## src/usp_pkg.sv

```systemverilog
package usp_pkg;

  // Register indices on the bus; printed offsets are not all multiples of four,
  // so each printed offset is an index and the byte address is four times it.
  localparam logic [7:0] USP_IDX_CTRL1  = 8'h1A;
  localparam logic [7:0] USP_IDX_CTRL2  = 8'h1B;
  localparam logic [7:0] USP_IDX_BAUD   = 8'h1C;
  localparam logic [7:0] USP_IDX_STATUS = 8'h1D;
  localparam logic [7:0] USP_IDX_DATA   = 8'h1E;
  localparam logic [7:0] USP_IDX_POFF   = 8'h1F;
  localparam int         USP_ADDR_W     = 10;

  // Control one fields.
  localparam int USP_C1_TXEN  = 7;
  localparam int USP_C1_RXEN  = 6;
  localparam int USP_C1_TSTOP = 5;
  localparam int USP_C1_EVEN  = 4;
  localparam int USP_C1_PAREN = 3;
  localparam int USP_C1_IRSEL = 2;
  localparam int USP_C1_BCLK  = 1;

  // Control two fields.
  localparam int USP_C2_RTS_LO = 3;
  localparam int USP_C2_NR_LO  = 1;
  localparam int USP_C2_RSTOP  = 0;

  // Status fields.
  localparam int USP_SR_PARITY_ERROR_FLAG = 7;
  localparam int USP_SR_FRAMING_ERROR_FLAG = 6;
  localparam int USP_SR_OVERRUN_ERROR_FLAG = 5;
  localparam int USP_SR_RBSY = 3;
  localparam int USP_SR_RECEIVE_BUFFER_FULL_FLAG = 2;
  localparam int USP_SR_TBSY = 1;
  localparam int USP_SR_TRANSMIT_BUFFER_FULL_FLAG = 0;

  // Power-off control field.
  localparam int USP_POFF_EN = 0;

  localparam logic [7:0] USP_RESET_VAL = 8'h00;
  localparam logic [3:0] USP_BITS_MIN  = 4'hF;

endpackage : usp_pkg

```

## src/usp_uart.sv

```systemverilog
`timescale 1ns/10ps
module usp_uart
  import usp_pkg::*;
#(
  parameter int DATA_W = 8
) (
  input  wire logic              ref_clk,
  input  wire logic              reset_n,
  input  wire logic              clk_en,
  input  wire logic [USP_ADDR_W-1:0] avs_address,
  input  wire logic              avs_read,
  input  wire logic              avs_write,
  input  wire logic [31:0]       avs_writedata,
  input  wire logic [3:0]        avs_byteenable,
  output logic      [31:0]       avs_readdata,
  output logic                   avs_waitrequest,
  input  wire logic              stop_mode,
  input  wire logic              idle_zero_mode,
  input  wire logic              sleep_zero_mode,
  input  wire logic              system_out_en,
  input  wire logic              rxd_in,
  input  wire logic              tca_tick,
  output logic                   txd_out,
  output logic                   txd_oe,
  output logic                   transmit_interrupt_request,
  output logic                   receive_interrupt_request
);

  //////////////////////////////////////////////////////////////////////////////
  typedef enum logic [1:0] {USP_IDLE, USP_START, USP_SHIFT, USP_STOP} usp_state_t;

  logic [7:0]        serial_control_one;
  logic [7:0]        serial_control_two;
  logic [7:0]        baud_divisor_reg;
  logic              port_clock_enable;
  logic              parity_error_flag;
  logic              framing_error_flag;
  logic              overrun_error_flag;
  logic              receive_buffer_full_flag;
  logic              transmit_buffer_full_flag;
  logic [DATA_W-1:0] serial_receive_buffer;
  logic [DATA_W-1:0] serial_transmit_buffer;
  usp_state_t        tx_state;
  usp_state_t        rx_state;
  logic [7:0]        tx_div;
  logic [7:0]        rx_div;
  logic [3:0]        tx_rt;
  logic [3:0]        rx_rt;
  logic [3:0]        tx_bit;
  logic [3:0]        rx_bit;
  logic [DATA_W:0]   tx_shift;
  logic [DATA_W:0]   rx_shift;
  logic              tx_line;
  logic              rx_prev;
  logic              ack_pending;
  logic [7:0]        status;

  wire low_power  = stop_mode | idle_zero_mode | sleep_zero_mode;
  // The port clock is modelled as a state enable; gating the real clock is left to the chip.
  wire port_run   = clk_en & port_clock_enable & ~low_power;
  wire tx_busy    = (tx_state != USP_IDLE);
  wire rx_busy    = (rx_state != USP_IDLE);
  wire [7:0] idx  = avs_address[USP_ADDR_W-1:2];
  wire wr_low     = avs_write & avs_byteenable[0] & clk_en;
  wire rd_fire    = avs_read & clk_en & ~ack_pending;
  wire tx_lock    = serial_control_one[USP_C1_TXEN] | tx_busy;
  wire rx_lock    = serial_control_one[USP_C1_RXEN] | rx_busy;
  wire [7:0] wd   = avs_writedata[7:0];

  function automatic logic [3:0] usp_rt_len(input logic [2:0] sel, input logic odd);
    unique case (sel)
      3'h1:    usp_rt_len = odd ? 4'hF : 4'h0;
      3'h2:    usp_rt_len = 4'hE;
      3'h3:    usp_rt_len = odd ? 4'hE : 4'hF;
      3'h4:    usp_rt_len = 4'h0;
      default: usp_rt_len = 4'hF;
    endcase
  endfunction : usp_rt_len

  function automatic logic [3:0] usp_frame_bits(input logic par, input logic two);
    usp_frame_bits = 4'h9 + {3'h0, par} + {3'h0, two};
  endfunction : usp_frame_bits

  // One RT tick: divisor expired, or the timer tick when that base clock is selected.
  function automatic logic usp_tick(input logic [7:0] cnt, input logic bsel, input logic tca);
    usp_tick = bsel ? tca : (cnt == 8'h00);
  endfunction : usp_tick

  wire tx_rt_tick = usp_tick(tx_div, serial_control_one[USP_C1_BCLK], tca_tick);
  wire rx_rt_tick = usp_tick(rx_div, serial_control_one[USP_C1_BCLK], tca_tick);
  // Bit counters hold zero on the start bit, which is frame bit one, an odd bit.
  wire [3:0] tx_rt_last = usp_rt_len(serial_control_two[5:3], ~tx_bit[0]);
  wire [3:0] rx_rt_last = usp_rt_len(serial_control_two[5:3], ~rx_bit[0]);
  wire tx_bit_end = tx_rt_tick & (tx_rt == tx_rt_last);
  wire rx_bit_end = rx_rt_tick & (rx_rt == rx_rt_last);
  wire rx_mid     = rx_rt_tick & (rx_rt == 4'h7);
  wire [3:0] tx_nbits = usp_frame_bits(serial_control_one[USP_C1_PAREN],
                                       serial_control_one[USP_C1_TSTOP]);
  wire [3:0] rx_nbits = usp_frame_bits(serial_control_one[USP_C1_PAREN],
                                       serial_control_two[USP_C2_RSTOP]);
  wire tx_take    = port_run & (tx_state == USP_IDLE) & serial_control_one[USP_C1_TXEN]
                    & transmit_buffer_full_flag;

  //////////////////////////////////////////////////////////////////////////////
  // Read data comes from a register, so each read waits one cycle; writes never wait.
  always_comb begin
    avs_waitrequest = avs_read & ~ack_pending;
  end

  always_ff @(posedge ref_clk) begin
    if (!reset_n) begin
      ack_pending <= 1'b0;
    end else if (clk_en) begin
      ack_pending <= avs_read & ~ack_pending;
    end
  end

  always_ff @(posedge ref_clk) begin
    if (!reset_n) begin
      avs_readdata <= 32'h0000_0000;
    end else if (rd_fire) begin
      unique case (idx)
        USP_IDX_CTRL1:  avs_readdata <= {24'h0, serial_control_one[7:1], 1'b0};
        USP_IDX_CTRL2:  avs_readdata <= {24'h0, 2'b00, serial_control_two[5:0]};
        USP_IDX_BAUD:   avs_readdata <= {24'h0, baud_divisor_reg};
        USP_IDX_STATUS: avs_readdata <= {24'h0, status};
        USP_IDX_DATA:   avs_readdata <= {24'h0, serial_receive_buffer};
        USP_IDX_POFF:   avs_readdata <= {24'h0, 7'h00, port_clock_enable};
        default:        avs_readdata <= 32'h0000_0000;
      endcase
    end
  end

  always_comb begin
    status              = 8'h00;
    status[USP_SR_PARITY_ERROR_FLAG] = parity_error_flag;
    status[USP_SR_FRAMING_ERROR_FLAG] = framing_error_flag;
    status[USP_SR_OVERRUN_ERROR_FLAG] = overrun_error_flag;
    status[USP_SR_RBSY] = rx_busy;
    status[USP_SR_RECEIVE_BUFFER_FULL_FLAG] = receive_buffer_full_flag;
    status[USP_SR_TBSY] = tx_busy;
    status[USP_SR_TRANSMIT_BUFFER_FULL_FLAG] = transmit_buffer_full_flag;
  end

  //////////////////////////////////////////////////////////////////////////////
  always_ff @(posedge ref_clk) begin
    if (!reset_n) begin
      port_clock_enable <= 1'b0;
    end else if (wr_low && idx == USP_IDX_POFF) begin
      port_clock_enable <= wd[USP_POFF_EN];
    end
  end

  // Control writes need the port clock, so they are gated by it like all port state except the low-power clears.
  always_ff @(posedge ref_clk) begin
    if (!reset_n) begin
      serial_control_one <= USP_RESET_VAL;
    end else if (clk_en && low_power) begin
      serial_control_one[USP_C1_TXEN] <= 1'b0;
      serial_control_one[USP_C1_RXEN] <= 1'b0;
    end else if (clk_en && port_clock_enable && wr_low && idx == USP_IDX_CTRL1) begin
      serial_control_one[USP_C1_TXEN] <= wd[USP_C1_TXEN];
      serial_control_one[USP_C1_RXEN] <= wd[USP_C1_RXEN];
      if (!tx_lock) begin
        serial_control_one[USP_C1_TSTOP] <= wd[USP_C1_TSTOP];
        serial_control_one[USP_C1_IRSEL] <= wd[USP_C1_IRSEL];
      end
      if (!tx_lock && !rx_lock) begin
        serial_control_one[USP_C1_EVEN]  <= wd[USP_C1_EVEN];
        serial_control_one[USP_C1_PAREN] <= wd[USP_C1_PAREN];
        serial_control_one[USP_C1_BCLK]  <= wd[USP_C1_BCLK];
      end
    end
  end

  always_ff @(posedge ref_clk) begin
    if (!reset_n) begin
      serial_control_two <= USP_RESET_VAL;
    end else if (port_run && wr_low && idx == USP_IDX_CTRL2) begin
      if (!tx_lock && !rx_lock) begin
        serial_control_two[5:3] <= wd[5:3];
      end
      if (!rx_lock) begin
        serial_control_two[2:1] <= wd[2:1];
        serial_control_two[USP_C2_RSTOP] <= wd[USP_C2_RSTOP];
      end
    end
  end

  always_ff @(posedge ref_clk) begin
    if (!reset_n) begin
      baud_divisor_reg <= USP_RESET_VAL;
    end else if (port_run && wr_low && idx == USP_IDX_BAUD) begin
      baud_divisor_reg <= wd;
    end
  end

  //////////////////////////////////////////////////////////////////////////////
  // Transmit buffer; contents are left as they are on low-power entry (undefined to software).
  always_ff @(posedge ref_clk) begin
    if (!reset_n) begin
      serial_transmit_buffer <= '0;
    end else if (port_run && wr_low && idx == USP_IDX_DATA) begin
      serial_transmit_buffer <= wd[DATA_W-1:0];
    end
  end

  // A write landing on the edge after the take, where the request clears the flag, wins, so a new byte is not lost.
  always_ff @(posedge ref_clk) begin
    if (!reset_n) begin
      transmit_buffer_full_flag  <= 1'b0;
      transmit_interrupt_request <= 1'b0;
    end else if (clk_en && low_power) begin
      transmit_buffer_full_flag  <= 1'b0;
      transmit_interrupt_request <= 1'b0;
    end else if (port_run) begin
      transmit_interrupt_request <= tx_take;
      if (wr_low && idx == USP_IDX_DATA) begin
        transmit_buffer_full_flag <= 1'b1;
      end else if (transmit_interrupt_request) begin
        transmit_buffer_full_flag <= 1'b0;
      end
    end
  end

  always_ff @(posedge ref_clk) begin
    if (!reset_n) begin
      tx_state <= USP_IDLE;
      tx_div   <= 8'h00;
      tx_rt    <= 4'h0;
      tx_bit   <= 4'h0;
      tx_shift <= '1;
      tx_line  <= 1'b1;
    end else if (clk_en && low_power) begin
      tx_state <= USP_IDLE;
      tx_line  <= 1'b1;
    end else if (port_run) begin
      tx_div <= (tx_div == 8'h00) ? baud_divisor_reg : tx_div - 8'h01;
      if (tx_rt_tick) begin
        tx_rt <= (tx_rt == tx_rt_last) ? 4'h0 : tx_rt + 4'h1;
      end
      unique case (tx_state)
        USP_IDLE: begin
          tx_line <= 1'b1;
          if (tx_take) begin
            tx_shift <= {~^serial_transmit_buffer ^ serial_control_one[USP_C1_EVEN],
                         serial_transmit_buffer};
            tx_state <= USP_SHIFT;
            tx_bit   <= 4'h0;
            tx_rt    <= 4'h0;
            tx_div   <= baud_divisor_reg;
            tx_line  <= 1'b0;
          end
        end
        USP_SHIFT, USP_START, USP_STOP: begin
          if (tx_bit_end) begin
            tx_bit <= tx_bit + 4'h1;
            if (tx_bit == tx_nbits) begin
              tx_state <= USP_IDLE;
              tx_line  <= 1'b1;
            end else if (tx_bit >= 4'h8 + {3'h0, serial_control_one[USP_C1_PAREN]}) begin
              tx_line <= 1'b1;
            end else begin
              tx_line  <= tx_shift[0];
              tx_shift <= {1'b1, tx_shift[DATA_W:1]};
            end
          end
        end
      endcase
    end
  end

  // Infrared shaping is outside this block; the select only fixes the level driven in low power.
  always_comb begin
    txd_oe  = 1'b1;
    txd_out = tx_line;
    if (low_power) begin
      txd_out = ~serial_control_one[USP_C1_IRSEL];
      if (stop_mode && !system_out_en) begin
        txd_oe = 1'b0;
      end
    end
  end

  //////////////////////////////////////////////////////////////////////////////
  always_ff @(posedge ref_clk) begin
    if (!reset_n) begin
      rx_state <= USP_IDLE;
      rx_div   <= 8'h00;
      rx_rt    <= 4'h0;
      rx_bit   <= 4'h0;
      rx_shift <= '0;
      rx_prev  <= 1'b1;
    end else if (clk_en && low_power) begin
      rx_state <= USP_IDLE;
      rx_prev  <= 1'b1;
    end else if (port_run) begin
      rx_prev <= rxd_in;
      rx_div  <= (rx_div == 8'h00) ? baud_divisor_reg : rx_div - 8'h01;
      if (rx_rt_tick) begin
        rx_rt <= (rx_rt == rx_rt_last) ? 4'h0 : rx_rt + 4'h1;
      end
      unique case (rx_state)
        USP_IDLE: begin
          if (serial_control_one[USP_C1_RXEN] && rx_prev && !rxd_in) begin
            rx_state <= USP_START;
            rx_bit   <= 4'h0;
            rx_rt    <= 4'h0;
            rx_div   <= baud_divisor_reg;
          end
        end
        USP_START, USP_SHIFT, USP_STOP: begin
          if (rx_mid) begin
            if (rx_state == USP_START) begin
              rx_state <= rxd_in ? USP_IDLE : USP_SHIFT;
            end else if (rx_bit <= 4'h8 + {3'h0, serial_control_one[USP_C1_PAREN]}) begin
              rx_shift <= {rxd_in, rx_shift[DATA_W:1]};
            end
            if (rx_bit == rx_nbits) begin
              rx_state <= USP_IDLE;
            end
          end
          if (rx_bit_end) begin
            rx_bit <= rx_bit + 4'h1;
          end
        end
      endcase
    end
  end

  // Frame end is the mid-sample of the last stop bit; errors are judged there.
  wire rx_done    = port_run & rx_mid & (rx_state != USP_START) & (rx_state != USP_IDLE)
                    & (rx_bit == rx_nbits);
  wire [DATA_W-1:0] rx_data = serial_control_one[USP_C1_PAREN] ? rx_shift[DATA_W-1:0]
                                                               : rx_shift[DATA_W:1];
  wire rx_par_bad = serial_control_one[USP_C1_PAREN]
                    & ((^rx_shift ^ serial_control_one[USP_C1_EVEN]) == 1'b0);

  always_ff @(posedge ref_clk) begin
    if (!reset_n) begin
      serial_receive_buffer    <= '0;
      receive_buffer_full_flag <= 1'b0;
      parity_error_flag        <= 1'b0;
      framing_error_flag       <= 1'b0;
      overrun_error_flag       <= 1'b0;
      receive_interrupt_request <= 1'b0;
    end else if (clk_en && low_power) begin
      receive_buffer_full_flag <= 1'b0;
      parity_error_flag        <= 1'b0;
      framing_error_flag       <= 1'b0;
      overrun_error_flag       <= 1'b0;
      receive_interrupt_request <= 1'b0;
    end else if (port_run) begin
      receive_interrupt_request <= rx_done;
      if (rx_done) begin
        // Overrun keeps the unread byte and drops the new one.
        if (receive_buffer_full_flag && !(rd_fire && idx == USP_IDX_DATA)) begin
          overrun_error_flag <= 1'b1;
        end else begin
          serial_receive_buffer    <= rx_data;
          receive_buffer_full_flag <= 1'b1;
          parity_error_flag        <= rx_par_bad;
          framing_error_flag       <= ~rxd_in;
        end
      end else if (rd_fire && idx == USP_IDX_DATA) begin
        receive_buffer_full_flag <= 1'b0;
        parity_error_flag        <= 1'b0;
        framing_error_flag       <= 1'b0;
        overrun_error_flag       <= 1'b0;
      end
    end
  end

endmodule : usp_uart

```

## config.mk

```make
export PLATFORM = sky130hd
export DESIGN_NAME = usp_uart
export DESIGN_NICKNAME = d
export VERILOG_FILES = /design/src/usp_pkg.sv /design/src/usp_uart.sv
export SDC_FILE = /design/constraint.sdc
export NUM_CORES = 1
export LEC_CHECK = 0
export BUFFER_PORTS_ARGS = -buffer_cell sky130_fd_sc_hd__buf_2
export CORE_MARGIN = 2
export CORE_UTILIZATION = 60
export CTS_CLUSTER_SIZE = 20
export DETAILED_ROUTE_END_ITERATION = 10
export HOLD_SLACK_MARGIN = 0.15
export PLACE_DENSITY = 0.85
export SLEW_MARGIN = 15
export SYNTH_ARGS = -nofsm -noshare
export SYNTH_HDL_FRONTEND = slang
export SYNTH_SLANG_ARGS = --single-unit
```

## constraint.sdc

```tcl
create_clock -name ref_clk -period 4.1 [get_ports ref_clk]
set_input_delay 0.615 -clock ref_clk [delete_from_list [all_inputs] [get_ports ref_clk]]
set_output_delay 0.615 -clock ref_clk [all_outputs]
set_load 0.02 [all_outputs]
```

---- Word level (Yosys, flattened, before mapping) ----
Cells that the tools add are included.
operators by class
  add/sub/neg operators ................... 10
  order comparisons ....................... 2
  eq/ne operators ......................... 33
  muxes and demuxes ....................... 64
  bitwise gates (word level) .............. 35
  reductions and logical operators ........ 50
operators by type and width
  operator               count
  $mux W4                14
  $mux W8                7
  $eq A8 B5 Y1 const B   6
  $pmux W8 S6            1
  $mux W9                4
  $pmux W4 S4            2
  $mux W1                22
  $reduce_and A4 Y1      5
  $and A1 B1 Y1          18
  $ne A2 B2 Y1 const B   9
  $pmux W9 S2            1
  $add A4 B1 Y4 const B  4
  $eq A4 B4 Y1           4
  $logic_and A1 B1 Y1    16
  $logic_not A8 Y1       2
  $mux W2                8
  $pmux W4 S2            2
  $sub A8 B1 Y8 const B  2
  $reduce_and A3 Y1      4
  $reduce_and A6 Y1      2
  $not A1 Y1             11
  $reduce_and A2 Y1      5
  $reduce_xor A9 Y1      1
  $add A4 B1 Y4          2
  other kinds (21)       42
storage, ports and cells
  register bits after elaboration ......... 134
  bits of input ports ..................... 57
  output and inout port bits .............. 37
  word-level logic and storage cells ...... 224

---- Longest topological paths before layout ----
  depth in word-level cells ............... 10
  depth in mapped cells ................... 10

---- Worst setup path after synthesis ----
OpenSTA, ideal clock, no wires.
  kind .................................... flip-flop to flip-flop
  start ................................... reg rx_div[3]
  end ..................................... reg parity_error_flag
  arrival ................................. 2.671 ns
  path slack .............................. 1.358 ns
  stages on the path, launching flop included .. 8
  period minus slack after synthesis ...... 2.742 ns
  path through ............................ dfxtp_1 -> or4_1 -> buf_2 -> o31a_1 -> or3_4 -> or4_1 -> or3_1 -> a21oi_1
between the ends
  word-level cells in the longest chain between the ends .. 9
  elaborated cells between the ends (all ways) .. 11
RTL lines
  item                                                                        line             source
  start: declaration                                                          usp_uart.sv:46   logic [7:0] rx_div;
  start signal: assignment                                                    usp_uart.sv:299  rx_div <= (rx_div == 8'h00) ? baud_divisor_reg : rx_div - 8'h01;
  start signal: assignment                                                    usp_uart.sv:309  rx_div <= baud_divisor_reg;
  $logic_not A8 Y1 *                                                          usp_uart.sv:86   usp_tick = bsel ? tca : (cnt == 8'h00);
  $mux W1 *                                                                   usp_uart.sv:86
  $and A1 B1 Y1 *                                                             usp_uart.sv:96   wire rx_mid = rx_rt_tick & (rx_rt == 4'h7);
  $and A1 B1 Y1 * (3 in a row)                                                usp_uart.sv:332  wire rx_done = port_run & rx_mid & (rx_state != USP_START) & (rx_state != USP_IDLE)
  $and A1 B1 Y1 *                                                             usp_uart.sv:333  & (rx_bit == rx_nbits);
  $ne A2 B2 Y1 (no source line) / $reduce_bool A2 Y1 (equally long branches)  n/a
  $reduce_and A3 Y1 (no source line)                                          n/a
  end signal: assignment                                                      usp_uart.sv:362  parity_error_flag <= rx_par_bad;
  end: declaration                                                            usp_uart.sv:36   logic parity_error_flag;
Mark *: on every way between the ends. The rest lies on a longest branch, timed or not.
A chain may end at the register's enable or synchronous reset.

---- Worst setup path in the final report ----
Same ends and word-level chain as after synthesis.

==> summary.md <==
| Metric | Value |
|---|---|
| Post-CTS Hold Fix Bufs | `0` |
| Initial antenna violation count | `0` |
| Max IR drop VDD | `between 0.2 and 0.3 mV` |
| FMAX | `around 0.3 GHz` |
| Max-cap violations | `0` |
| Leak | `roughly 2.5 nW` |
| Crit-path max cell delay | `between 700 and 800 ps` |
| Clock Power Share | `a little over a third` |
| DP Wirelength | `11.3 mm` |
| Overflow after GRT | `0` |
| Total track usage | `approximately 28%` |
| GP Congestion | `roughly 0.98` |
| Fin Setup TNS | `0 ps` |
| Tcrit/Tclk final | `between 80% and 90%` |
| Post-route DRC | `0` |
| Via density | `about 6.1` |
| Compound-cell area share of the yosys netlist | `15.7%` |
| Critical path data required time | `between 4000 and 5000 ps` |
| Port Buffer Count | `40` |
| Worst skew pair latency | `around 400 ps` |
| Switching Share | `a little over a quarter` |
| XOR/XNOR Fraction of Synth Area | `~3.8%` |
| Sequential fraction of the synthesis area | `a little over a third` |
| Vias in the first global route | `about 5200` |
| Worst r2r src | `rx_div[3]` |
| CP Capture Type | `register` |
| Hold Path Class | `reg -> reg` |
| Worst slew pin tran | `1060 ps` |
| Crit path max-delay family | `simple AND/OR/NAND/NOR gates` |
| IO Pins | `94` |
| Setup repair bufs after CTS | `0` |
| Startpoint types | `register` |
| Crit Path Class | `reg -> reg` |
| Hold Path Stages | `2` |
| Post-synth top area cell | `dfxtp_1` |
| Reg2reg end | `parity_error_flag` |
| First-pass GRT wire length | `~25 mm` |
| Setup WS post-layout | `734 ps` |
| Worst hold start | `avs_readdata[7]` |
| YS warnings | `0` |
| Flop pwr share | `58.7%` |
| Filler Cell Count | `834` |
| Initial DRC Count | `roughly 440` |
| Post-Synthesis Cell Area | `0.00606 mm²` |
| Main flop type after synthesis | `dfxtp_1` |
| Final WL | `15.6 mm` |
| Clk buf depth | `2` |
| Die W | `around 100 µm` |
| Status | `complete, no violations` |
| Final #Nets | `838` |
| Avg Cell Area, Syn | `between 8 and 9 µm²` |
| DR vias | `between 5000 and 6000` |
| CTS H-Tree Depth | `3` |
| CTS resizes | `0` |
| First-pass DRT Iterations | `5` |
| Synth Area in Simple Gates | `24.0%` |
| # setup viols final | `0` |
| Crit path top cell by count | `or4_1` |
| Worst Hold Path EP | `avs_readdata[7]` |
| Switch Pwr | `just under 0.5 mW` |
| Final Non-Filler Cells | `between 900 and 1000` |
| Clock skew | `between 10 and 15 ps` |
| Max_slew headroom | `approximately 29%` |
| Share of cells above drive strength 1 | `a little over a tenth` |
| P&R area growth vs syn | `6.18%` |
| Register area | `0.00218 mm²` |
| Post-synth EDFFs | `0` |
| Clock Tree Root | `clkbuf_8` |
| Flop2flop setup slack | `between 700 and 800 ps` |
| Clock sink total | `109` |
| Worst path buffer plus inverter count | `0` |
| Adder-cell share of the synthesized area | `between 2 and 3%` |
| Row cnt | `36` |
| Placement Setup Slack | `slightly below 800 ps` |
| Avg WL per Cell | `around 17 µm` |
| Fin crit period | `approximately 3400 ps` |
| Post-Syn Instances | `roughly 750` |
| CP max FO | `12` |
| Post-synth cell types | `60` |
| TritonCTS buffer count | `9` |
| Count leader, synth | `dfxtp_1` |
| Die Area | `0.0109 mm²` |
| CTS tree | `done` |
| Number of diodes | `0` |
| FF-to-FF path depth | `6` |
| Critical Path, Cell by Cell | `or4_1 -> o31a_1 -> or3_4 -> or4_1 -> or3_1 -> a21oi_1` |
| Biggest regs | `rx_shift x9, tx_shift x9` |
| Largest cells by area after synthesis | `dfxtp_1 36%, mux2i_1 9.1%, nand2_1 5.1%` |
| Cell Pwr Density | `between 200 and 300 mW/mm²` |
| Pin count of the biggest net entering global routing | `57` |
| Worst-path cell with the longest stage delay | `or4_1` |
| Core Area | `slightly below 0.01 mm²` |
| Placed cell count | `between 800 and 900` |
| Asr flop ratio synth | `0%` |
| Main combinational cell family by area after synthesis | `simple AND/OR/NAND/NOR gates` |
| #FFs+latches synth | `about 110` |
| Logic pwr share | `5.2%` |
| Post-synthesis mux area share | `between 10% and 20%` |
| Antenna Nets Post-Route | `0` |
| Initial Util | `about three fifths` |
| Top cells by count, synth | `109 x dfxtp_1, 82 x nand2_1, 82 x nor2_1` |
| Die Height | `about 100 µm` |
| Final hold violations | `0` |
| WP data arrival | `approximately 3700 ps` |
| Unrepaired setup endpoints after global routing | `false` |
| P_int | `~1.3 mW` |
| Slew Limit Fails | `0` |
| Multi-input gate area | `around 0.0036 mm²` |
| Worst-path clk slew | `around 110 ps` |
| Post-synth top area share | `a little over a third` |
power groups by stage:
stage | clock network [mW] | logic, mW | registers (mW)
global route | 0.704 | 0.0996 | 1.06
global placement | 0 | 0.0896 | 1.08
finish | 0.651 | 0.0939 | 1.06
CTS | 0.663 | 0.0911 | 1.06
detailed placement | 0 | 0.0911 | 1.08
floorplan | 0 | 0.0772 | 1.08
placed cells by master (no fill, tap or decap), types with 3 or more instances in the layout:
master	synthesis	layout
nand2_1	82	82
clkbuf_8	0	9
o31a_1	3	3
xor2_1	8	8
buf_2	2	40
nand4_1	9	9
a21oi_1	52	52
mux2_2	11	11
o31ai_1	5	5
o22ai_1	4	4
a222oi_1	3	3
and2_1	4	4
o2111ai_1	4	4
nor2b_1	14	14
a211oi_1	9	9
nor3_1	23	23
and3_1	5	5
o21ai_0	43	43
o211ai_1	6	6
dfxtp_1	109	109
nand3b_1	8	8
ha_1	14	14
mux2i_1	55	55
nand3_1	29	29
nor2_1	82	82
inv_1	16	15
buf_4	24	8
nor4b_1	5	5
xnor2_1	18	18
a22oi_1	6	6
a31oi_1	4	4
inv_8	0	4
or3_1	6	6
conb_1	1	24
nand2b_1	8	8
or4_1	5	5
nor4_1	4	4
a22o_1	4	4
routing by layer:
metal / part of all wire, % / track usage (%) / vias up
met5: 0 / 0 / -
met4: 2.7 / 10.6 / 0
met3: 8.1 / 6.33 / 32
met2: 47 / 47.0 / 224
met1: 42 / 36.3 / 2638
li1: - / - / 2655
area by class of cell:
cell class / count / share of cell area [%]
multi-input cells: 583 / 55.5
flip-flops and latches: 109 / 33.9
repair buffers: 48 / 4.05
well taps: 133 / 2.59
clock buffers: 9 / 1.93
clock inverters: 7 / 1.03
inverters: 16 / 0.934
worst max-delay path by stage:
stage | endpoint | from | depth (start not counted)
after CTS | parity_error_flag | rx_div[3] | 6
after global placement | parity_error_flag | idle_zero_mode | 7
after global routing | parity_error_flag | rx_div[3] | 6
after detailed placement | parity_error_flag | idle_zero_mode | 7
final | parity_error_flag | rx_div[3] | 6
after floorplan | parity_error_flag | rx_div[3] | 7
metrics by stage:
step	power, mW	instance area [µm²]	hold slack, ps	util (%)
4_1_cts	1.81	6430	470	65.8
6_report	1.80	6430	466	65.8
3_3_place_gp	1.17	6240	438	63.8
2_1_floorplan	1.16	6140	437	-
3_5_place_dp	1.17	6240	446	63.8
5_1_grt	1.86	6430	476	65.8
cell families (layout without fill, tap and decap cells):
logic type / after synthesis / after routing
simple gates: 298 / 298
compound gates: 155 / 155
flops: 109 / 109
buf+inv: 79 / 80
mux: 66 / 66
xor+xnor: 26 / 26
fa+ha+maj: 14 / 14
other cells: 1 / 24
worst register-to-register path, stage by stage, from the launching register on:
cell	delay (ps)
dfxtp_1	390
or4_1	670
o31a_1	410
or3_4	430
or4_1	780
or3_1	460
a21oi_1	150
Power figures use the tool's default switching activity.
